==> src/prap_defines.svh <==
// Purpose: Constants of the front-end reconfiguration access port
// Assumes: Included by every design file of the port
// Notes: Offsets are register addresses in the low 19 address bits
// Contract
// - Write 0x01 to settings_reload_request reloads; bit self-clears
// - Reload restores initial or last profile
// - Device sets profile_change_status bit 7 after change
// - Writing one to profile_change_status bit 7 clears it
// - Shared port: bits above 18 select channel
// - Port reset releases synchronously to clock
// - Read and write strobes active high
// - Separate eight-bit write and read buses
// - Read data valid after waitrequest falls
// - Waitrequest high while busy; host holds command
// - Unshared mode gives each channel own port
// - Capability location returns build-time user identifier
// - Soft control and status registers reachable
// - One to eight profiles, indexed 0 to 7
// - Streamer writes profile registers without host
// - Debug master endpoint can access port
`ifndef PRAP_DEFINES_SVH
`define PRAP_DEFINES_SVH

// ==========================================================
// Address map
`define PRAP_ADDR_W 19
`define PRAP_OFS_CHG_STAT 19'h0008A
`define PRAP_OFS_RELOAD 19'h00091
`define PRAP_OFS_USER_ID 19'h40000
`define PRAP_OFS_CTRL 19'h40143
`define PRAP_OFS_STAT 19'h40144
`define PRAP_OFS_ATTR_LO 19'h00084
`define PRAP_OFS_ATTR_HI 19'h00085
`define PRAP_OFS_ATTR_CODE_LO 19'h00086
`define PRAP_OFS_ATTR_CODE_HI 19'h00087

// ==========================================================
// Fields and values
`define PRAP_BIT_CHG 7
`define PRAP_BIT_RELOAD 0
`define PRAP_BIT_LOAD_GO 7
`define PRAP_RELOAD_CMD 8'h01
`define PRAP_RST_BYTE 8'h00
`define PRAP_USER_ID_DEF 8'h5A
`define PRAP_NUM_PROF 8

// ==========================================================
// Timing
`define PRAP_READ_WAIT 2'h2
`define PRAP_APPLY_CYC 4'h8

`endif

==> src/prap_pkg.sv <==
// Purpose: Types of the front-end reconfiguration access port
// Assumes: Nothing beyond the defines header
// Notes: Holds the access state machine type
package prap_pkg;
    typedef enum logic [1:0] {
        PRAP_IDLE,
        PRAP_BUSY,
        PRAP_DONE
    } prap_acc_e;
    typedef logic [7:0] prap_byte_t;
endpackage

==> src/prap_port.sv <==
// Purpose: One channel's byte-wide reconfiguration register port
// Assumes: Host keeps one transaction outstanding and one strobe at a time
// Notes: Shared mode splits the channel from the address bits above 18
`include "prap_defines.svh"

module prap_port
    import prap_pkg::*;
#(
    parameter int CH_BITS = 2,
    parameter logic [CH_BITS-1:0] CHANNEL = '0,
    parameter bit SHARED = 1'b1,
    parameter bit HAS_STREAMER = 1'b1,
    parameter bit HAS_CAP = 1'b1,
    parameter bit HAS_CSR = 1'b1,
    parameter bit HAS_DBG = 1'b1,
    parameter logic [7:0] USER_ID = `PRAP_USER_ID_DEF // Arbitrary value
)
(
    // Clock and reset
    input wire logic clk,
    input wire logic rst,
    // Host register port
    input wire logic write,
    input wire logic read,
    input wire logic [`PRAP_ADDR_W+CH_BITS-1:0] address,
    input wire logic [7:0] writedata,
    output prap_byte_t readdata,
    output logic waitrequest,
    // Debug master endpoint access
    input wire logic dbg_write,
    input wire logic dbg_read,
    input wire logic [`PRAP_ADDR_W-1:0] dbg_address,
    input wire logic [7:0] dbg_writedata,
    output prap_byte_t dbg_readdata,
    output logic dbg_waitrequest,
    // Channel control and status
    input wire logic [7:0] chan_status,
    output logic [7:0] chan_control,
    // Front-end state
    output prap_byte_t fe_setting,
    output logic [15:0] fe_attr_code,
    output logic [15:0] fe_attr_value,
    output logic fe_attr_strobe
);
    prap_acc_e state;
    prap_acc_e next_state;
    logic [1:0] wait_cnt;
    logic host_sel;
    logic dbg_sel;
    logic [7:0] chan_status_m;
    logic [7:0] chan_status_s;
    logic chg_flag;
    logic reload_busy;
    logic [2:0] load_sel;
    logic load_done;
    logic [7:0] init_setting;
    prap_byte_t attr_lo;
    prap_byte_t attr_hi;
    prap_byte_t code_lo;
    logic rel_done;
    logic str_busy;
    logic str_done;
    logic [2:0] str_last;
    prap_byte_t str_setting;
    prap_byte_t rd_mux;
    logic own_dbg;

    // ==========================================================
    // Access decode
    // Host owns the port when it strobes; debug master only when host is idle
    wire host_req = write || read;
    wire [CH_BITS-1:0] ch_field = address[`PRAP_ADDR_W+CH_BITS-1:`PRAP_ADDR_W];
    wire ch_match = !SHARED || (ch_field == CHANNEL);
    wire dbg_req = HAS_DBG && (dbg_write || dbg_read) && !host_req;
    wire take = (state == PRAP_IDLE) && ((host_req && ch_match) || dbg_req);
    wire take_dbg = (state == PRAP_IDLE) && !host_req && dbg_req;
    // Owner is held through the busy phase; host lines may move under a debug access
    wire use_dbg = (state == PRAP_IDLE) ? take_dbg : own_dbg;
    wire [`PRAP_ADDR_W-1:0] reg_addr = use_dbg ? dbg_address
                                               : address[`PRAP_ADDR_W-1:0];
    wire do_wr = take && (take_dbg ? dbg_write : write);
    wire [7:0] wr_data = take_dbg ? dbg_writedata : writedata;
    wire hit_chg = (reg_addr == `PRAP_OFS_CHG_STAT);
    wire hit_rel = (reg_addr == `PRAP_OFS_RELOAD);
    wire hit_ctrl = (reg_addr == `PRAP_OFS_CTRL);
    wire wr_reload = do_wr && hit_rel && (wr_data == `PRAP_RELOAD_CMD);
    wire wr_chg_clr = do_wr && hit_chg && wr_data[`PRAP_BIT_CHG];
    wire wr_load = HAS_CSR && do_wr && hit_ctrl && wr_data[`PRAP_BIT_LOAD_GO];
    wire str_go = HAS_STREAMER && wr_load;
    wire wr_attr_hi = do_wr && (reg_addr == `PRAP_OFS_ATTR_CODE_HI);

    // ==========================================================
    // Access state machine: waitrequest high while a command is in work
    always_comb begin
        next_state = state;
        unique case (state)
            PRAP_IDLE: begin
                if (take) begin
                    next_state = PRAP_BUSY;
                end
            end
            PRAP_BUSY: begin
                if (wait_cnt == 2'h0) begin
                    next_state = PRAP_DONE;
                end
            end
            PRAP_DONE: begin
                next_state = PRAP_IDLE;
            end
        endcase
    end

    // Reset is synchronous, so its release is clock-aligned by construction
    always_ff @(posedge clk) begin
        if (rst) begin
            state <= PRAP_IDLE;
            wait_cnt <= 2'h0;
            own_dbg <= 1'b0;
        end else begin
            state <= next_state;
            own_dbg <= take ? take_dbg : own_dbg;
            wait_cnt <= take ? `PRAP_READ_WAIT : wait_cnt - 2'(wait_cnt != 2'h0);
        end
    end

    // Busy from the first strobe cycle so the host holds its command
    assign host_sel = host_req && ch_match && !take_dbg;
    assign dbg_sel = dbg_req;
    assign waitrequest = host_sel && (state != PRAP_DONE);
    assign dbg_waitrequest = dbg_sel && (state != PRAP_DONE);

    // ==========================================================
    // Status input synchroniser: channel status comes from another domain
    always_ff @(posedge clk) begin
        if (rst) begin
            chan_status_m <= 8'h00;
            chan_status_s <= 8'h00;
        end else begin
            chan_status_m <= chan_status;
            chan_status_s <= chan_status_m;
        end
    end

    // ==========================================================
    // Reload and profile-change flag
    // A completion in the same cycle as the host clear keeps the flag set
    always_ff @(posedge clk) begin
        if (rst) begin
            chg_flag <= 1'b0;
            reload_busy <= 1'b0;
        end else begin
            if (rel_done || str_done) begin
                chg_flag <= 1'b1;
            end else if (wr_chg_clr) begin
                chg_flag <= 1'b0;
            end
            if (wr_reload) begin
                reload_busy <= 1'b1;
            end else if (rel_done) begin
                reload_busy <= 1'b0;
            end
        end
    end

    prap_apply_timer u_reload_tmr (
        .clk(clk),
        .rst(rst),
        .start(wr_reload),
        .busy(),
        .done(rel_done)
    );

    // ==========================================================
    // Soft control registers and attribute staging
    always_ff @(posedge clk) begin
        if (rst) begin
            chan_control <= `PRAP_RST_BYTE;
            load_sel <= 3'h0;
            load_done <= 1'b0;
            attr_lo <= `PRAP_RST_BYTE;
            attr_hi <= `PRAP_RST_BYTE;
            code_lo <= `PRAP_RST_BYTE;
            fe_attr_code <= 16'h0000;
            fe_attr_value <= 16'h0000;
            fe_attr_strobe <= 1'b0;
        end else begin
            fe_attr_strobe <= wr_attr_hi;
            if (wr_load) begin
                load_sel <= wr_data[2:0];
                load_done <= 1'b0;
            end else if (str_done) begin
                load_done <= 1'b1;
            end
            if (HAS_CSR && do_wr && (reg_addr == `PRAP_OFS_STAT)) begin
                chan_control <= wr_data;
            end
            if (do_wr && (reg_addr == `PRAP_OFS_ATTR_LO)) begin
                attr_lo <= wr_data;
            end
            if (do_wr && (reg_addr == `PRAP_OFS_ATTR_HI)) begin
                attr_hi <= wr_data;
            end
            if (do_wr && (reg_addr == `PRAP_OFS_ATTR_CODE_LO)) begin
                code_lo <= wr_data;
            end
            // Order of codes is the host's duty; the port just forwards them
            if (wr_attr_hi) begin
                fe_attr_code <= {wr_data, code_lo};
                fe_attr_value <= {attr_hi, attr_lo};
            end
        end
    end

    // ==========================================================
    // Embedded streamer
    prap_streamer u_str (
        .clk(clk),
        .rst(rst),
        .go(str_go),
        .prof_sel(wr_data[2:0]),
        .last_prof(str_last),
        .setting(str_setting),
        .busy(str_busy),
        .done(str_done)
    );

    // Initial setting used when no streamer is built in
    assign init_setting = 8'h10;

    // Reload restores the initial set, or the last streamed profile
    always_ff @(posedge clk) begin
        if (rst) begin
            fe_setting <= `PRAP_RST_BYTE;
        end else if (rel_done) begin
            fe_setting <= HAS_STREAMER ? str_setting : init_setting;
        end else if (str_done) begin
            fe_setting <= str_setting;
        end
    end

    // ==========================================================
    // Read path: data captured as the busy phase ends
    always_comb begin
        rd_mux = 8'h00;
        if (reg_addr == `PRAP_OFS_CHG_STAT) begin
            rd_mux = {chg_flag, 7'h00};
        end else if (reg_addr == `PRAP_OFS_RELOAD) begin
            rd_mux = {7'h00, reload_busy};
        end else if (HAS_CAP && reg_addr == `PRAP_OFS_USER_ID) begin
            rd_mux = USER_ID;
        end else if (HAS_CSR && reg_addr == `PRAP_OFS_CTRL) begin
            rd_mux = {str_busy, 4'h0, HAS_STREAMER ? str_last : load_sel};
        end else if (HAS_CSR && reg_addr == `PRAP_OFS_STAT) begin
            rd_mux = {chan_status_s[7:1], load_done};
        end
    end

    // Host data changes only at the end of a host read, debug data at the end of any debug access; both are stable after waitrequest falls
    always_ff @(posedge clk) begin
        if (rst) begin
            readdata <= `PRAP_RST_BYTE;
            dbg_readdata <= `PRAP_RST_BYTE;
        end else if (state == PRAP_BUSY && wait_cnt == 2'h0) begin
            if (own_dbg) begin
                dbg_readdata <= rd_mux;
            end else if (read) begin
                readdata <= rd_mux;
            end
        end
    end
endmodule

==> src/prap_apply_timer.sv <==
// Purpose: Counts the time the front end needs to apply a setting set
// Assumes: start is a one-cycle pulse
// Notes: A restart while busy restarts the count
`include "prap_defines.svh"

module prap_apply_timer
    import prap_pkg::*;
(
    // Clock and reset
    input wire logic clk,
    input wire logic rst,
    // Control
    input wire logic start,
    output logic busy,
    output logic done
);
    logic [3:0] count;

    // ==========================================================
    // Countdown
    // Done is a pulse so the owner can raise a sticky flag once
    always_ff @(posedge clk) begin
        if (rst) begin
            count <= 4'h0;
            done <= 1'b0;
        end else begin
            done <= (count == 4'h1);
            if (start) begin
                count <= `PRAP_APPLY_CYC;
            end else if (count != 4'h0) begin
                count <= count - 4'h1;
            end
        end
    end

    assign busy = (count != 4'h0);
endmodule

==> src/prap_streamer.sv <==
// Purpose: Embedded streamer that switches to a stored profile on its own
// Assumes: go is a one-cycle pulse; profile index below the profile count
// Notes: Each profile is reduced here to one stored setting byte
`include "prap_defines.svh"

module prap_streamer
    import prap_pkg::*;
(
    // Clock and reset
    input wire logic clk,
    input wire logic rst,
    // Command
    input wire logic go,
    input wire logic [2:0] prof_sel,
    // Result
    output logic [2:0] last_prof,
    output prap_byte_t setting,
    output logic busy,
    output logic done
);
    prap_byte_t prof_mem [`PRAP_NUM_PROF];
    logic run;
    logic [2:0] pend;
    logic tmr_done;

    // Stored profiles are build-time constants
    genvar g;
    generate
        for (g = 0; g < `PRAP_NUM_PROF; g++) begin : g_prof
            assign prof_mem[g] = 8'h10 + 8'(g);
        end
    endgenerate

    // ==========================================================
    // Profile switch without the host
    always_ff @(posedge clk) begin
        if (rst) begin
            run <= 1'b0;
            pend <= 3'h0;
            last_prof <= 3'h0;
            setting <= prof_mem[3'h0]; // Profile 0 counts as selected until a load
        end else if (go && !run) begin
            run <= 1'b1;
            pend <= prof_sel;
        end else if (run && tmr_done) begin
            run <= 1'b0;
            last_prof <= pend;
            setting <= prof_mem[pend];
        end
    end

    prap_apply_timer u_tmr (
        .clk(clk),
        .rst(rst),
        .start(go && !run),
        .busy(),
        .done(tmr_done)
    );

    assign busy = run;

    // Done rises on the same edge as the setting update so the owner captures the new byte
    always_ff @(posedge clk) begin
        if (rst) begin
            done <= 1'b0;
        end else begin
            done <= run && tmr_done;
        end
    end
endmodule

==> config.mk <==
export PLATFORM = sky130hd
export DESIGN_NAME = prap_port
export DESIGN_NICKNAME = d
export VERILOG_FILES = /design/src/prap_pkg.sv /design/src/prap_port.sv /design/src/prap_apply_timer.sv /design/src/prap_streamer.sv
export VERILOG_INCLUDE_DIRS = /design/src
export SDC_FILE = /design/constraint.sdc
export NUM_CORES = 1
export LEC_CHECK = 0
export ABC_AREA = 1
export BUFFER_PORTS_ARGS = -buffer_cell sky130_fd_sc_hd__buf_2
export CORE_ASPECT_RATIO = 0.6
export CORE_UTILIZATION = 34
export DETAILED_ROUTE_END_ITERATION = 8
export PLACE_DENSITY = 0.6
export SLEW_MARGIN = 20
export SYNTH_ARGS = -nofsm -noshare
export SYNTH_HDL_FRONTEND = slang
export SYNTH_SLANG_ARGS = --single-unit
==> constraint.sdc <==
create_clock -name clk -period 1.9 [get_ports clk]
set_input_delay 0.19 -clock clk [delete_from_list [all_inputs] [get_ports clk]]
set_output_delay 0.19 -clock clk [all_outputs]
set_load 0.02 [all_outputs]
==> summary.md <==
| Metric | Value |
|---|---|
| TritonCTS clock tree | `yes` |
| Failing checks | `setup timing` |
| Fin nets | `1105` |
| Hold Crit Class | `in -> reg` |
| Ports | `137` |
| Cell leakage power | `4.17 nW` |
| Synth Area in XOR/XNOR | `0.151%` |
| Crit. End Element | `flop` |
| Clk buf depth | `2` |
| Register Area | `2500 sq um` |
| Final worst setup slack | `-0.246 ns` |
| RR Endpoint | `fe_attr_value[0]$_SDFFE_PP0P_` |
| Final hold violation count | `0` |
| PortBufs | `131` |
| Critical Path Start Type | `flop` |
| Layout Cells excl Fill | `1266` |
| Most common cell in the netlist | `nor2_1` |
| Hold depth | `6` |
| Min Hold Slack | `0.273 ns` |
| Critical-path maximum fanout | `24` |
| Worst path required time | `2.24 ns` |
| Initial antenna violation count | `0` |
| Synth Register Bits | `125` |
| Status | `complete, but fails checks` |
| Drt first pass iters | `5` |
| WP data arrival | `2.49 ns` |
| Multi-input logic area | `3290 sq um` |
| Largest net degree at the start of global routing | `45` |
| Worst slack at placement | `-0.321 ns` |
| Post-synth EDFFs | `0` |
| Top achievable clock speed | `0.466 GHz` |
| Critical Setup Path Class | `reg -> reg` |
| Mux cell area share after synthesis | `0%` |
| Synth cell count leaders | `135 x nor2_1, 134 x nand2_1, 125 x dfxtp_1` |
| Post-placement cell area | `7070 sq um` |
| Post-synthesis adder-cell area fraction | `2.16%` |
| Simple-gate area share of the yosys netlist | `28.3%` |
| Hold Path Origin | `dbg_writedata[5]` |
| RSZ-0062 raised after global routing | `yes` |
| Netlist cell types | `37` |
| Fin. max-slew vios | `0` |
| Largest area contributor in the netlist | `dfxtp_1` |
| Synth Area in Compound Gates | `13.7%` |
| Gr ovfl total | `0` |
| Worst-margin pin slew | `0.515 ns` |
| R2R depth | `13` |
| Drt total wl | `16.9 mm` |
| Post-synthesis area per instance | `7.11 sq um` |
| R2R Path Start | `state[1]$_SDFFE_PP0P_` |
| Via/cell ratio | `4.53` |
| H-tree levels | `4` |
| Maximum VDD drop | `0.590 mV` |
| Fin util | `52.7%` |
| Layout Skew | `0.0135 ns` |
| Largest family of logic cells by synthesized area | `simple AND/OR/NAND/NOR gates` |
| Final ANT Viol Nets | `0` |
| Dominant synthesized flop cell | `dfxtp_1` |
| Ratio of cells with drive above 1 in the final layout | `39.8%` |
| Seq/Total Area, Yosys | `43.2%` |
| Max-cap check violation count | `0` |
| Final period util | `113%` |
| Drt wl/cell | `13.4 microns` |
| Worst skew pair latency | `0.42 ns` |
| Min Tclk post-route | `2.15 ns` |
| Top cell type's share of synthesized area | `43.2%` |
| Clock transition at the registers of the reported paths | `0.06 ns` |
| P&R area growth vs syn | `49.5%` |
| Yosys warns | `0` |
| Die Height | `103 microns` |
| PD cells | `1050 nW/um^2` |
| CTS Buf Count | `17` |
| Number of diodes | `0` |
| First-pass GRT wire length | `25.1 mm` |
| R2R setup slack | `-0.25 ns` |
| Area of the die | `17600 sq um` |
| Mapped Area | `5790 sq um` |
| Initial core utilization | `35.2%` |
| Routed vias | `5733` |
| Mapped Cells | `815` |
| Die X | `170 microns` |
| Fill count | `1545` |
| DRC viols | `0` |
| HPWL Detailed | `11.6 mm` |
| Final Cell Area | `8660 sq um` |
| Vias in the first global route | `4902` |
| Routability cong. | `0.912` |
| Total track usage | `18.6%` |
| DRT iter0 DRCs | `341` |
| Row cnt | `36` |
| Area of the core | `16400 sq um` |
| Asr flop ratio synth | `0%` |
| Root buffer cell | `clkbuf_16` |
| Placed insts | `1210` |
| CTS sink count | `125` |
| Area contributors post-synth | `dfxtp_1 43%, nor2_1 8.7%, nand2_1 8.7%` |
| Min-Delay Endpoint | `reload_busy$_SDFFE_PP0P_` |
| Final setup vio count | `95` |
| Slew HR | `65.7%` |
layer usage:
layer  share of wire [%]  track usage [%]  wire, microns
met1                  53             28.4           8990
met2                  40             25.5           6720
met3                 6.3             4.30           1060
met4                0.81             4.85            137
met5                   0                0              0
report_power, final:
group / switching, mW / total (mW) / internal, mW
Combinational: 1.68 / 2.86 / 1.18
Sequential: 0.149 / 2.99 / 2.84
Clock: 1.37 / 3.26 / 1.88
worst max-delay path: stages (launching register included):
cell	delay, ns
dfxtp_2	0.32
inv_2	0.07
ha_4	0.18
nand3_4	0.16
buf_6	0.20
inv_6	0.06
nand2_4	0.05
a21oi_4	0.19
nand2_4	0.09
nor2_4	0.17
nand3_4	0.12
buf_12	0.17
buf_4	0.14
a21oi_1	0.13
layout make-up:
class / count / area share (%)
Tap cell: 228 / 3.29
Multi-Input combinational cell: 535 / 38.0
Clock inverter: 14 / 1.68
Sequential cell: 125 / 28.9
Clock buffer: 18 / 5.07
Inverter: 129 / 5.82
Timing Repair Buffer: 217 / 17.2
cell families (layout without fill, tap and decap cells):
family | Yosys count | count (layout)
simple gates | 363 | 368
buf+inv | 163 | 378
compound gates | 152 | 152
flops | 125 | 125
fa+ha+maj | 10 | 10
other cells | 1 | 4
xor+xnor | 1 | 1
cells in the final DEF, fill, tap and decap left out, types with 9 or more instances in the layout:
cell,count
a21oi_1,41
a21oi_2,18
buf_2,131
buf_4,53
buf_6,17
clkbuf_16,19
dfxtp_1,123
ha_1,9
inv_1,119
inv_6,9
nand2_1,92
nand2_2,42
nand2_4,16
nand3_1,23
nand3_2,17
nand3b_1,11
nor2_1,114
nor2_2,10
nor2_4,20
o21ai_0,31
o21ai_1,36
o21ai_2,14
sequential cells by signal (all words and copies together) (netlist names), 7 cells and up:
signal and count:
code_lo 8, dbg_readdata 8, chan_status_s 7, fe_attr_code 16
chan_status_m 7, attr_lo 8, readdata 8, chan_control 8
fe_attr_value 16, attr_hi 8
through the flow:
stage / setup TNS [ns] / total power [mW]
6_report: -15.70 / 9.10
5_1_grt: -26.72 / 9.58
4_1_cts: -15.80 / 8.59
3_5_place_dp: -17.86 / 5.30
3_3_place_gp: -19.11 / 5.31
2_1_floorplan: -1.34 / 4.51
timing repair:
item,CTS,global route
hold endpoints to repair,7,0
setup buffers,1,11
setup endpoints to repair,96,96
hold buffers,7,0
cloned,0,7
resized for setup,22,199
pin swaps,4,43
worst max path at each step:
stage / start / to / slack [ns] / depth (start not counted)
CTS: state[1]$_SDFFE_PP0P_ / chan_control[7]$_SDFFE_PP0P_ / -0.24 / 15
floorplan: state[1]$_SDFFE_PP0P_ / fe_attr_code[0]$_SDFFE_PP0P_ / -0.04 / 15
detailed placement: state[1]$_SDFFE_PP0P_ / u_str.u_tmr.count[2]$_SDFFE_PP0P_ / -0.32 / 14
finish: state[1]$_SDFFE_PP0P_ / fe_attr_value[0]$_SDFFE_PP0P_ / -0.25 / 13
global route: state[1]$_SDFFE_PP0P_ / u_str.pend[2]$_SDFFE_PP0P_ / -0.36 / 15
global placement: state[1]$_SDFFE_PP0P_ / u_str.u_tmr.count[0]$_SDFFE_PP0P_ / -0.32 / 14
Note: power is estimated with default switching activity, not from simulation.
